**src/pkg/uart_sleep_defines.svh**
```systemverilog
// register offsets, field positions, reset values and counts of the uart channel
`ifndef UART_SLEEP_DEFINES_SVH
`define UART_SLEEP_DEFINES_SVH
`define OFF_DATA 8'h00
`define OFF_IER 8'h04
`define OFF_IIR 8'h08
`define OFF_LCR 8'h0C
`define OFF_MCR 8'h10
`define OFF_LSR 8'h14
`define OFF_MSR 8'h18
`define OFF_EFR 8'h1C
`define OFF_DLL 8'h20
`define OFF_DLH 8'h24
`define OFF_SCR 8'h28
`define OFF_SAMPLE_COUNT_EXTENSION 8'h2C
`define OFF_STAT 8'h30
`define LCR_RST 8'h1D
`define IER_RXD 0
`define IER_THR 1
`define IER_LS 2
`define IER_MDM 3
`define IER_SLEEP 4
`define EFR_ENH 4
`define LCR_PAR_EN 3
`define LCR_EVEN 4
`define LCR_STOP2 2
`define LCR_BREAK 6
`define MCR_PRESC 7
`define IIR_NONE 6'h01
`define IIR_LS 6'h06
`define IIR_TO 6'h0C
`define IIR_RXD 6'h04
`define IIR_THR 6'h02
`define IIR_MDM 6'h00
`define SAMPLE_BASE 6'h10
`define PRESC_LAST 2'h3
`define TO_CHARS 12'h004
`endif

```
**src/pkg/uart_sleep_pkg.sv**
```systemverilog
// types shared by the uart channel
package uart_sleep_pkg;
	typedef enum logic [4:0] {
		TX_IDLE  = 5'h01,
		TX_START = 5'h02,
		TX_DATA  = 5'h04,
		TX_PAR   = 5'h08,
		TX_STOP  = 5'h10
	} tx_state_e;
	typedef enum logic [4:0] {
		RX_IDLE  = 5'h01,
		RX_START = 5'h02,
		RX_DATA  = 5'h04,
		RX_PAR   = 5'h08,
		RX_STOP  = 5'h10
	} rx_state_e;
	typedef struct packed {
		logic       bi;
		logic       fe;
		logic       pe;
		logic [7:0] data;
	} rx_word_s;
	typedef struct packed {
		logic [7:0]  interrupt_enable_reg;
		logic [7:0]  line_control_reg;
		logic [7:0]  modem_control_reg;
		logic [7:0]  enhanced_feature_reg;
		logic [3:0]  sample_count_reduction;
		logic [3:0]  sample_count_extension;
		logic [7:0]  transmit_holding_reg;
		logic        thr_full;
		logic        thr_int;
		tx_state_e   tx_st;
		logic [7:0]  tx_sh;
		logic [2:0]  tx_bit;
		logic [5:0]  tx_samp;
		logic        tx_stop2;
		logic        tx_par;
		logic        tx_line;
		rx_state_e   rx_st;
		logic [7:0]  rx_sh;
		logic [2:0]  rx_bit;
		logic [5:0]  rx_samp;
		logic        rx_pbit;
		logic        rx_armed;
		logic        rx_pend;
		rx_word_s    rx_word;
		logic        oe;
		logic [11:0] to_cnt;
		logic        to_flag;
		logic [1:0]  pre_cnt;
		logic [15:0] div_cnt;
		logic        baud_tick;
		logic        asleep;
		logic [3:0]  msr_d;
		logic        rx_prev;
		logic [3:0]  mdm_prev;
		logic [31:0] prdata;
		logic        pready;
		logic        pslverr;
	} uart_st_s;
endpackage : uart_sleep_pkg

```
**src/logic/rx_pair_buffer.sv**
```systemverilog
// small receive buffer with valid and ready on both sides
`timescale 1ns/10ps
`default_nettype none
module rx_pair_buffer #(
	parameter int WIDTH = 11,
	parameter int DEPTH = 2
) (
	input  wire logic                     i_clk_sys,
	input  wire logic                     i_rstn,
	input  wire logic [WIDTH-1:0]         i_data,
	input  wire logic                     i_valid,
	output logic                          o_ready,
	output logic [WIDTH-1:0]              o_data,
	output logic                          o_valid,
	input  wire logic                     i_ready,
	output logic [$clog2(DEPTH):0]        o_level
);
	localparam int AW = $clog2(DEPTH);
	logic [WIDTH-1:0] mem [DEPTH];
	logic [AW-1:0]    wp;
	logic [AW-1:0]    rp;
	logic [AW:0]      cnt;
	logic [AW-1:0]    next_wp;
	logic [AW-1:0]    next_rp;
	logic [AW:0]      next_cnt;
	logic             push;
	logic             pop;
	if (DEPTH < 2 || (DEPTH & (DEPTH - 1)) != 0 || WIDTH < 1) begin : g_bad
		$error("rx_pair_buffer: DEPTH must be a power of two >= 2");
	end
	assign o_ready = cnt != (AW + 1)'(DEPTH);
	assign o_valid = cnt != '0;
	assign o_data = mem[rp];
	assign o_level = cnt;
	assign push = i_valid & o_ready;
	assign pop = o_valid & i_ready;
	always_comb begin
		next_wp = wp + AW'(push);
		next_rp = rp + AW'(pop);
		next_cnt = cnt + (AW + 1)'(push) - (AW + 1)'(pop);
	end
	always_ff @(posedge i_clk_sys) begin
		if (!i_rstn) begin
			wp <= '0;
			rp <= '0;
			cnt <= '0;
		end else begin
			wp <= next_wp;
			rp <= next_rp;
			cnt <= next_cnt;
		end
	end
	always_ff @(posedge i_clk_sys) begin
		if (push) begin
			mem[wp] <= i_data;
		end
	end
endmodule : rx_pair_buffer
`default_nettype wire

```
**src/logic/uart_sleep_baud.sv**
```systemverilog
// uart channel: apb registers, baud generator, serial engines, sleep control
`timescale 1ns/10ps
`default_nettype none
`include "uart_sleep_defines.svh"
module uart_sleep_baud #(
	parameter int RX_DEPTH = 2
) (
	input  wire logic        i_clk_sys,
	input  wire logic        i_rstn,
	input  wire logic [7:0]  i_paddr,
	input  wire logic        i_psel,
	input  wire logic        i_penable,
	input  wire logic        i_pwrite,
	input  wire logic [31:0] i_pwdata,
	output logic      [31:0] o_prdata,
	output logic             o_pready,
	output logic             o_pslverr,
	input  wire logic        i_rx,
	output logic             o_tx,
	input  wire logic [3:0]  i_modem_n,
	output logic             o_asleep
);
	localparam int LW = $clog2(RX_DEPTH) + 1;
	uart_sleep_pkg::uart_st_s st;
	uart_sleep_pkg::uart_st_s next_st;
	uart_sleep_pkg::rx_word_s fifo_data;
	uart_sleep_pkg::rx_word_s hw;
	uart_sleep_pkg::rx_word_s word;
	logic [7:0]    dll;
	logic [7:0]    divisor_high_latch;
	logic [7:0]    next_dll;
	logic [7:0]    next_dlh;
	logic [7:0]    rd_val;
	logic [7:0]    line_status_reg;
	logic [7:0]    m;
	logic [5:0]    iir_code;
	logic [5:0]    sr;
	logic [5:0]    srm1;
	logic [5:0]    half;
	logic [3:0]    fb;
	logic [11:0]   to_limit;
	logic [15:0]   div;
	logic [2:0]    wl_last;
	logic [LW-1:0] fifo_level;
	logic [3:0]    mdm_s1;
	logic [3:0]    mdm_s2;
	logic          rx_s1;
	logic          rx_s2;
	logic          fifo_valid;
	logic          fifo_in_ready;
	logic          hit;
	logic          setup;
	logic          acc;
	logic          wr_en;
	logic          rd_pop;
	logic          wr_data;
	logic          run;
	logic          tick;
	logic          div_zero;
	logic          pre_tick;
	logic          ls_p;
	logic          to_p;
	logic          rxd_p;
	logic          thr_p;
	logic          mdm_p;
	logic          sleep_en;
	logic          idle_ok;
	logic          wake;
	logic          tx_bit_out;

	rx_pair_buffer #(
		.WIDTH($bits(uart_sleep_pkg::rx_word_s)),
		.DEPTH(RX_DEPTH)
	) u_rx_buf (
		.i_clk_sys(i_clk_sys),
		.i_rstn   (i_rstn),
		.i_data   (st.rx_word),
		.i_valid  (st.rx_pend),
		.o_ready  (fifo_in_ready),
		.o_data   (fifo_data),
		.o_valid  (fifo_valid),
		.i_ready  (rd_pop),
		.o_level  (fifo_level)
	);

	// pin synchronisers
	always_ff @(posedge i_clk_sys) begin
		if (!i_rstn) begin
			rx_s1 <= 1'b1;
			rx_s2 <= 1'b1;
			mdm_s1 <= 4'hF;
			mdm_s2 <= 4'hF;
		end else begin
			rx_s1 <= i_rx;
			rx_s2 <= rx_s1;
			mdm_s1 <= i_modem_n;
			mdm_s2 <= mdm_s1;
		end
	end

	assign setup = i_psel & ~i_penable;
	assign acc = i_psel & i_penable & st.pready;
	assign wr_en = acc & i_pwrite & ~st.pslverr;
	assign wr_data = wr_en & (i_paddr == `OFF_DATA);
	assign rd_pop = acc & ~i_pwrite & (i_paddr == `OFF_DATA) & fifo_valid;
	assign run = ~st.asleep;
	assign tick = st.baud_tick & run;
	assign div = {divisor_high_latch, dll};
	assign div_zero = div == 16'h0000;
	assign sr = `SAMPLE_BASE - {2'h0, st.sample_count_reduction} + {2'h0, st.sample_count_extension};
	assign srm1 = sr - 6'h01;
	assign half = sr >> 1;
	assign wl_last = 3'h4 + {1'b0, st.line_control_reg[1:0]};
	assign fb = 4'h7 + {2'h0, st.line_control_reg[1:0]} + {3'h0, st.line_control_reg[`LCR_PAR_EN]}
		+ {3'h0, st.line_control_reg[`LCR_STOP2]};
	assign to_limit = `TO_CHARS * {8'h00, fb} * {6'h00, sr};
	assign pre_tick = ~st.modem_control_reg[`MCR_PRESC] | (st.pre_cnt == `PRESC_LAST);
	assign hw = fifo_valid ? fifo_data : '0;
	assign line_status_reg = {hw.bi | hw.fe | hw.pe | st.oe,
		~st.thr_full & (st.tx_st == uart_sleep_pkg::TX_IDLE),
		~st.thr_full, hw.bi, hw.fe, hw.pe, st.oe, fifo_valid};
	assign ls_p = st.interrupt_enable_reg[`IER_LS] & line_status_reg[7];
	assign to_p = st.interrupt_enable_reg[`IER_RXD] & st.to_flag;
	assign rxd_p = st.interrupt_enable_reg[`IER_RXD] & (fifo_level == LW'(RX_DEPTH));
	assign thr_p = st.interrupt_enable_reg[`IER_THR] & st.thr_int;
	assign mdm_p = st.interrupt_enable_reg[`IER_MDM] & (|st.msr_d);
	assign iir_code = ls_p ? `IIR_LS : to_p ? `IIR_TO : rxd_p ? `IIR_RXD
		: thr_p ? `IIR_THR : mdm_p ? `IIR_MDM : `IIR_NONE;
	assign sleep_en = st.enhanced_feature_reg[`EFR_ENH] & st.interrupt_enable_reg[`IER_SLEEP];
	assign idle_ok = rx_s2 & (st.rx_st == uart_sleep_pkg::RX_IDLE)
		& ~st.thr_full & (st.tx_st == uart_sleep_pkg::TX_IDLE)
		& ~(ls_p | to_p | rxd_p | mdm_p) & ~fifo_valid & ~st.rx_pend;
	assign wake = (rx_s2 ^ st.rx_prev) | (|(mdm_s2 ^ st.mdm_prev)) | wr_data;
	assign m = st.rx_sh;
	assign word.data = m;
	assign word.pe = st.line_control_reg[`LCR_PAR_EN]
		& (st.rx_pbit != (st.line_control_reg[`LCR_EVEN] ? ^m : ~^m));
	assign word.fe = ~rx_s2;
	assign word.bi = ~rx_s2 & ~(|m) & ~st.rx_pbit;
	assign tx_bit_out = (st.tx_st == uart_sleep_pkg::TX_START) ? 1'b0
		: (st.tx_st == uart_sleep_pkg::TX_DATA) ? st.tx_sh[0]
		: (st.tx_st == uart_sleep_pkg::TX_PAR) ? st.tx_par : 1'b1;

	always_comb begin
		hit = 1'b1;
		case (i_paddr)
			`OFF_DATA: rd_val = fifo_data.data;
			`OFF_IER: rd_val = st.interrupt_enable_reg;
			`OFF_IIR: rd_val = {2'h0, iir_code};
			`OFF_LCR: rd_val = st.line_control_reg;
			`OFF_MCR: rd_val = st.modem_control_reg;
			`OFF_LSR: rd_val = line_status_reg;
			`OFF_MSR: rd_val = {~mdm_s2, st.msr_d};
			`OFF_EFR: rd_val = st.enhanced_feature_reg;
			`OFF_DLL: rd_val = dll;
			`OFF_DLH: rd_val = divisor_high_latch;
			`OFF_SCR: rd_val = {4'h0, st.sample_count_reduction};
			`OFF_SAMPLE_COUNT_EXTENSION: rd_val = {4'h0, st.sample_count_extension};
			`OFF_STAT: rd_val = {6'h00, st.tx_st != uart_sleep_pkg::TX_IDLE,
				st.asleep};
			default: begin
				rd_val = 8'h00;
				hit = 1'b0;
			end
		endcase
	end

	always_comb begin
		next_dll = dll;
		next_dlh = divisor_high_latch;
		if (wr_en && i_paddr == `OFF_DLL) begin
			next_dll = i_pwdata[7:0];
		end
		if (wr_en && i_paddr == `OFF_DLH) begin
			next_dlh = i_pwdata[7:0];
		end
	end
	always_ff @(posedge i_clk_sys) begin
		dll <= next_dll;
		divisor_high_latch <= next_dlh;
	end

	always_comb begin
		next_st = st;
		next_st.baud_tick = 1'b0;
		next_st.pready = setup;
		next_st.pslverr = setup & ~hit;
		next_st.prdata = setup ? {24'h000000, rd_val} : 32'h00000000;
		next_st.rx_prev = rx_s2;
		next_st.mdm_prev = mdm_s2;
		next_st.msr_d = (st.msr_d & ~{4{acc & ~i_pwrite & (i_paddr == `OFF_MSR)}})
			| (mdm_s2 ^ st.mdm_prev);
		if (acc && !i_pwrite && i_paddr == `OFF_LSR) begin
			next_st.oe = 1'b0;
		end
		if (acc && !i_pwrite && i_paddr == `OFF_IIR && iir_code == `IIR_THR) begin
			next_st.thr_int = 1'b0;
		end
		if (wr_en) begin
			case (i_paddr)
				`OFF_DATA: begin
					if (!st.thr_full) begin
						next_st.transmit_holding_reg = i_pwdata[7:0];
						next_st.thr_full = 1'b1;
					end
					next_st.thr_int = 1'b0;
				end
				`OFF_IER: next_st.interrupt_enable_reg = i_pwdata[7:0];
				`OFF_LCR: next_st.line_control_reg = i_pwdata[7:0];
				`OFF_MCR: next_st.modem_control_reg = i_pwdata[7:0];
				`OFF_EFR: next_st.enhanced_feature_reg = i_pwdata[7:0];
				`OFF_SCR: next_st.sample_count_reduction = i_pwdata[3:0];
				`OFF_SAMPLE_COUNT_EXTENSION: next_st.sample_count_extension = i_pwdata[3:0];
				default: ;
			endcase
		end
		if (st.rx_pend && fifo_in_ready) begin
			next_st.rx_pend = 1'b0;
		end
		if (rd_pop) begin
			next_st.to_cnt = 12'h000;
			next_st.to_flag = 1'b0;
		end
		if (run) begin
			next_st.pre_cnt = st.modem_control_reg[`MCR_PRESC] ? st.pre_cnt + 2'h1 : 2'h0;
			if (pre_tick) begin
				if (div_zero) begin
					next_st.div_cnt = 16'h0000;
				end else if (st.div_cnt >= div - 16'h0001) begin
					next_st.div_cnt = 16'h0000;
					next_st.baud_tick = 1'b1;
				end else begin
					next_st.div_cnt = st.div_cnt + 16'h0001;
				end
			end
			if (tick && !rd_pop && fifo_level == LW'(1) && !st.to_flag) begin
				if (st.to_cnt >= to_limit - 12'h001) begin
					next_st.to_flag = 1'b1;
				end else begin
					next_st.to_cnt = st.to_cnt + 12'h001;
				end
			end
			unique case (st.tx_st)
				uart_sleep_pkg::TX_IDLE: begin
					if (st.thr_full) begin
						next_st.tx_sh = st.transmit_holding_reg & (8'hFF >> (3'h7 - wl_last));
						next_st.tx_par = st.line_control_reg[`LCR_EVEN]
							? ^(st.transmit_holding_reg & (8'hFF >> (3'h7 - wl_last)))
							: ~^(st.transmit_holding_reg & (8'hFF >> (3'h7 - wl_last)));
						next_st.thr_full = 1'b0;
						next_st.thr_int = 1'b1;
						next_st.tx_st = uart_sleep_pkg::TX_START;
						next_st.tx_samp = 6'h00;
						next_st.tx_bit = 3'h0;
						next_st.tx_stop2 = st.line_control_reg[`LCR_STOP2];
					end
				end
				uart_sleep_pkg::TX_START,
				uart_sleep_pkg::TX_DATA,
				uart_sleep_pkg::TX_PAR,
				uart_sleep_pkg::TX_STOP: begin
					if (tick && st.tx_samp != srm1) begin
						next_st.tx_samp = st.tx_samp + 6'h01;
					end else if (tick) begin
						next_st.tx_samp = 6'h00;
						if (st.tx_st == uart_sleep_pkg::TX_START) begin
							next_st.tx_st = uart_sleep_pkg::TX_DATA;
						end else if (st.tx_st == uart_sleep_pkg::TX_DATA) begin
							next_st.tx_sh = st.tx_sh >> 1;
							next_st.tx_bit = st.tx_bit + 3'h1;
							if (st.tx_bit == wl_last) begin
								next_st.tx_st = st.line_control_reg[`LCR_PAR_EN]
									? uart_sleep_pkg::TX_PAR : uart_sleep_pkg::TX_STOP;
							end
						end else if (st.tx_st == uart_sleep_pkg::TX_PAR) begin
							next_st.tx_st = uart_sleep_pkg::TX_STOP;
						end else if (st.tx_stop2) begin
							next_st.tx_stop2 = 1'b0;
						end else begin
							next_st.tx_st = uart_sleep_pkg::TX_IDLE;
						end
					end
				end
			endcase
			unique case (st.rx_st)
				uart_sleep_pkg::RX_IDLE: begin
					next_st.rx_armed = rx_s2;
					if (st.rx_armed && !rx_s2) begin
						next_st.rx_st = uart_sleep_pkg::RX_START;
						next_st.rx_samp = 6'h00;
						next_st.rx_sh = 8'h00;
						next_st.rx_bit = 3'h0;
						next_st.rx_pbit = 1'b0;
						next_st.rx_armed = 1'b0;
					end
				end
				uart_sleep_pkg::RX_START: begin
					if (tick && st.rx_samp == half) begin
						next_st.rx_samp = 6'h00;
						next_st.rx_st = rx_s2 ? uart_sleep_pkg::RX_IDLE
							: uart_sleep_pkg::RX_DATA;
					end else if (tick) begin
						next_st.rx_samp = st.rx_samp + 6'h01;
					end
				end
				uart_sleep_pkg::RX_DATA,
				uart_sleep_pkg::RX_PAR,
				uart_sleep_pkg::RX_STOP: begin
					if (tick && st.rx_samp != srm1) begin
						next_st.rx_samp = st.rx_samp + 6'h01;
					end else if (tick) begin
						next_st.rx_samp = 6'h00;
						if (st.rx_st == uart_sleep_pkg::RX_DATA) begin
							next_st.rx_sh[st.rx_bit] = rx_s2;
							next_st.rx_bit = st.rx_bit + 3'h1;
							if (st.rx_bit == wl_last) begin
								next_st.rx_st = st.line_control_reg[`LCR_PAR_EN]
									? uart_sleep_pkg::RX_PAR : uart_sleep_pkg::RX_STOP;
							end
						end else if (st.rx_st == uart_sleep_pkg::RX_PAR) begin
							next_st.rx_pbit = rx_s2;
							next_st.rx_st = uart_sleep_pkg::RX_STOP;
						end else begin
							next_st.to_cnt = 12'h000;
							next_st.to_flag = 1'b0;
							next_st.rx_st = uart_sleep_pkg::RX_IDLE;
							if (st.rx_pend && !fifo_in_ready) begin
								next_st.oe = 1'b1;
							end else begin
								next_st.rx_pend = 1'b1;
								next_st.rx_word = word;
							end
						end
					end
				end
			endcase
		end
		next_st.tx_line = st.line_control_reg[`LCR_BREAK] ? 1'b0 : tx_bit_out;
		next_st.asleep = st.asleep ? (sleep_en & ~wake)
			: (sleep_en & idle_ok & ~wake);
	end

	always_ff @(posedge i_clk_sys) begin
		if (!i_rstn) begin
			st <= '0;
			st.line_control_reg <= `LCR_RST;
			st.tx_st <= uart_sleep_pkg::TX_IDLE;
			st.rx_st <= uart_sleep_pkg::RX_IDLE;
			st.tx_line <= 1'b1;
			st.rx_prev <= 1'b1;
			st.mdm_prev <= 4'hF;
		end else begin
			st <= next_st;
		end
	end

	assign o_prdata = st.prdata;
	assign o_pready = st.pready;
	assign o_pslverr = st.pslverr;
	assign o_tx = st.tx_line;
	assign o_asleep = st.asleep;
endmodule : uart_sleep_baud
`default_nettype wire

```
**config.mk**
```make
export PLATFORM = sky130hd
export DESIGN_NAME = uart_sleep_baud
export DESIGN_NICKNAME = d
export VERILOG_FILES = /design/src/pkg/uart_sleep_pkg.sv /design/src/logic/rx_pair_buffer.sv /design/src/logic/uart_sleep_baud.sv
export VERILOG_INCLUDE_DIRS = /design/src /design/src/pkg
export SDC_FILE = /design/constraint.sdc
export NUM_CORES = 1
export LEC_CHECK = 0
export ABC_AREA = 1
export BUFFER_PORTS_ARGS = -buffer_cell sky130_fd_sc_hd__clkbuf_2
export CAP_MARGIN = 5
export CORE_AREA = 2 2 143 201
export CTS_CLUSTER_SIZE = 28
export DETAILED_ROUTE_END_ITERATION = 8
export DIE_AREA = 0 0 145 203
export PLACE_DENSITY = 0.61
export SLEW_MARGIN = 15
export SYNTH_ARGS = -nofsm -noshare
export SYNTH_HDL_FRONTEND = slang
export SYNTH_SLANG_ARGS = --single-unit
```
**constraint.sdc**
```tcl
create_clock -name i_clk_sys -period 14.6 [get_ports i_clk_sys]
set_input_delay 2.92 -clock i_clk_sys [delete_from_list [all_inputs] [get_ports i_clk_sys]]
set_output_delay 2.92 -clock i_clk_sys [all_outputs]
set_load 0.03 [all_outputs]
```
==> metrics.md <==
| Metric | Value |
|---|---|
| Final critical-path required period | `just over 7000 ps` |
| Post-synth EDFFs | `38` |
| Largest net degree at the start of global routing | `77` |
| Nets | `around 1,800` |
| DRC Markers | `0` |
| Final worst slack | `~7400 ps` |
| Final setup fails | `0` |
| Total global-route track usage | `22.25%` |
| Post-Synth Simple-Gate Area | `between 20% and 30%` |
| Critical Path End Type | `flip-flop` |
| Die X | `about 150 um` |
| Required @ worst endpoint | `~15,000 ps` |
| Mux cell area share after synthesis | `0%` |
| TritonRoute pass-1 iters | `7` |
| Setup_tns | `0 ps` |
| Leakage | `around 0.0056 uW` |
| Vias in the first global route | `10,270` |
| Largest registers | `st (143), u_rx_buf.mem (22)` |
| Max_cap viols | `0` |
| Seq/Total Area, Yosys | `between 30% and 40%` |
| CTS Root Cell | `clkbuf_16` |
| WHS Path Cells | `1` |
| Detailed Route Iter0 Violations | `between 600 and 700` |
| Max reg flops | `between 100 and 150` |
| #FFs+latches synth | `217` |
| Clock Power Share | `around 36%` |
| Top cells by count, synth | `nand2_1, inv_1, nor2_1, dfxtp_1, a21oi_1` |
| Cells taking the most area after synthesis | `dfxtp_1, edfxtp_1, nand2_1` |
| Maximum vdd drop | `between 70 and 80 uV` |
| Cell with the most instances after synthesis | `nand2_1` |
| Sink of the worst hold path | `rx_s2` |
| Post-CTS Repair Setup Buffers | `0` |
| WL/cell | `about 16 um` |
| Int Power | `~1100 uW` |
| Diodes inserted | `0` |
| Worst-Skew Late Latency | `around 520 ps` |
| Mapped Cells | `about 1,600` |
| Fmax | `0.1398 GHz` |
| Die area | `between 20,000 and 30,000 um^2` |
| RSZ-0062 raised after global routing | `no` |
| Clk_skew | `between 8 and 9 ps` |
| Layout area overhead | `8.943%` |
| Switching share of power | `around 33%` |
| Reg2reg setup slack | `around 7400 ps` |
| Leading area contributor after synthesis | `dfxtp_1` |
| CP arrival | `approximately 7500 ps` |
| # IOs | `86` |
| Clk buf depth | `3` |
| Max incr delay on CP | `between 600 and 700 ps` |
| Dpl ws | `7450 ps` |
| Reg2reg start | `st[172]` |
| Clk sinks | `between 200 and 250` |
| Post-synthesis cell type count | `51` |
| IO buf count | `37` |
| Biggest register | `st` |
| Largest family of logic cells by synthesized area | `simple AND/OR/NAND/NOR gates` |
| Mapped cell area | `between 10,000 and 15,000 um^2` |
| Die height | `just over 200 um` |
| Net Sw Power | `539.4 uW` |
| Crit path top cell by count | `inv_1` |
| Synth Area in Compound Gates | `between 10 and 15%` |
| Critical path class | `reg2reg` |
| Status | `complete, no violations` |
| Worst-path clk slew | `60 ps` |
| Worst Hold Launch | `rx_s1` |
| GR Overflow Total | `0` |
| H-tree levels | `1` |
| HP Class | `reg2reg` |
| Final wirelength | `around 33,000 um` |
| Post-CTS sizing | `0` |
| Cell area power density | `roughly 120 nW/um^2` |
| Initial antenna violation count | `0` |
| Vias per Instance | `about 5.3` |
| Async SR Flop Fraction | `0%` |
| Kind of start point of the critical path | `flip-flop` |
| Max Slew Vio Count | `0` |
| First-pass GRT wire length | `53,090 um` |
| Avg Inst Size Synth | `7.516 um^2` |
| Hpwl dp | `around 25,000 um` |
| Crit Path Max Fanout | `14` |
| Global placer's final weighted congestion | `0.9495` |
| Cell area after layout | `between 10,000 and 15,000 um^2` |
| Primary FF master, synth | `dfxtp_1` |
| Critical-path top delay cell | `nor2_1` |
| Final non-filler cell total | `2,039` |
| Placed cell areas | `approximately 13,000 um^2` |
| Core ar. | `about 27,000 um^2` |
| Top-area cell type share of the netlist area | `29.11%` |
| Tcrit/Tclk final | `between 40% and 50%` |
| Sequential share of power | `40.5%` |
| Max_slew headroom | `between 20% and 30%` |
| Starting Density | `44.81%` |
| Hold_buf cts | `0` |
| Yosys warns | `0` |
| Combinational fraction of design power | `23.3%` |
| Final hold vios | `0` |
| Worst-Margin Slew | `1179 ps` |
| Row count | `72` |
| Cells after DPL | `1,998` |
| Layout cells sized above 1 | `7.849%` |
| Number of CTS-inserted buffers | `23` |
| Worst Reg-to-Reg Cells | `28` |
| Fillers | `roughly 2,700` |
| Reg-to-Reg End | `st[68]` |
| TritonCTS clock tree | `yes` |
| Post-synthesis adder-cell area fraction | `7.805%` |
| Vias after detailed routing | `10,750` |
| Xor-xnor portion of the synthesized cell area | `slightly below 6%` |
| ANT nets after route | `0` |
critical path: cells and delay by family, from the launching register on:
family          cells  cell delay [ps]
fa+ha+maj           7             2710
compound gates      5              800
xor+xnor            3              600
buf+inv             5              820
flops               1              560
simple gates        8             1490
routing by layer:
metal	vias to the layer above	part of all wire [%]	global-route usage (%)
met3	97	4.4	2.854
met5	-	0	0
li1	5423	-	-
met4	0	5.7	11.42
met2	281	49	40.58
met1	4945	41	25.42
metrics by stage:
stage          total power, uW  utilization [%]  hold slack [ps]
2_1_floorplan            975.3                -            392.5
3_3_place_gp              1046            46.07            402.8
3_5_place_dp              1051            46.07            396.7
4_1_cts                   1641            48.82            416.2
5_1_grt                   1721            48.82            426.1
6_report                  1631            48.82            414.1
logic make-up after synthesis:
| kind of cell | count (synthesis) |
|---|---|
| buf+inv | 272 |
| xor+xnor | 82 |
| simple gates | 695 |
| compound gates | 299 |
| other cells | 1 |
| fa+ha+maj | 72 |
| flops | 217 |
area by class of cell:
cell class	instances	area [um^2]	area share [%]
clock buffers	28	624.3	4.655
clock inverters	13	131.4	0.9795
inverters	196	737.0	5.494
multi-input cells	1172	6502	48.48
flip-flops and latches	217	4725	35.22
well taps	370	462.9	3.451
repair buffers	43	230.2	1.716
cells in the final DEF, fill, tap and decap left out, types with 11 or more instances in the layout:
cell type and instances:
clkbuf_16 23, o21ai_0 93, xnor2_1 24, nand4_1 41
clkbuf_2 37, xor2_1 58, o22ai_1 18, nor3_1 25
nand2_1 288, nor2_1 186, a21oi_1 138, or2_2 21
nand3_1 100, edfxtp_1 38, ha_1 64, nor4_1 11
dfxtp_1 179, inv_1 187, conb_1 24
worst max path at each step:
stage	depth (start not counted)	from	endpoint	slack, ps
floorplan	28	st[172]	st[68]	8970
global placement	27	st[172]	st[74]	7430
detailed placement	27	st[172]	st[74]	7450
CTS	27	st[172]	st[74]	7400
global route	28	st[172]	st[65]	6980
finish	28	st[172]	st[68]	7440
power by group through the flow:
stage / combinational (uW) / sequential (uW) / clock [uW]
4_1_cts: 379 / 661 / 601
5_1_grt: 433 / 664 / 623
3_3_place_gp: 374 / 672 / 0
2_1_floorplan: 308 / 668 / 0
3_5_place_dp: 377 / 674 / 0
6_report: 380 / 661 / 590
Note: power is estimated with default switching activity, not from simulation.
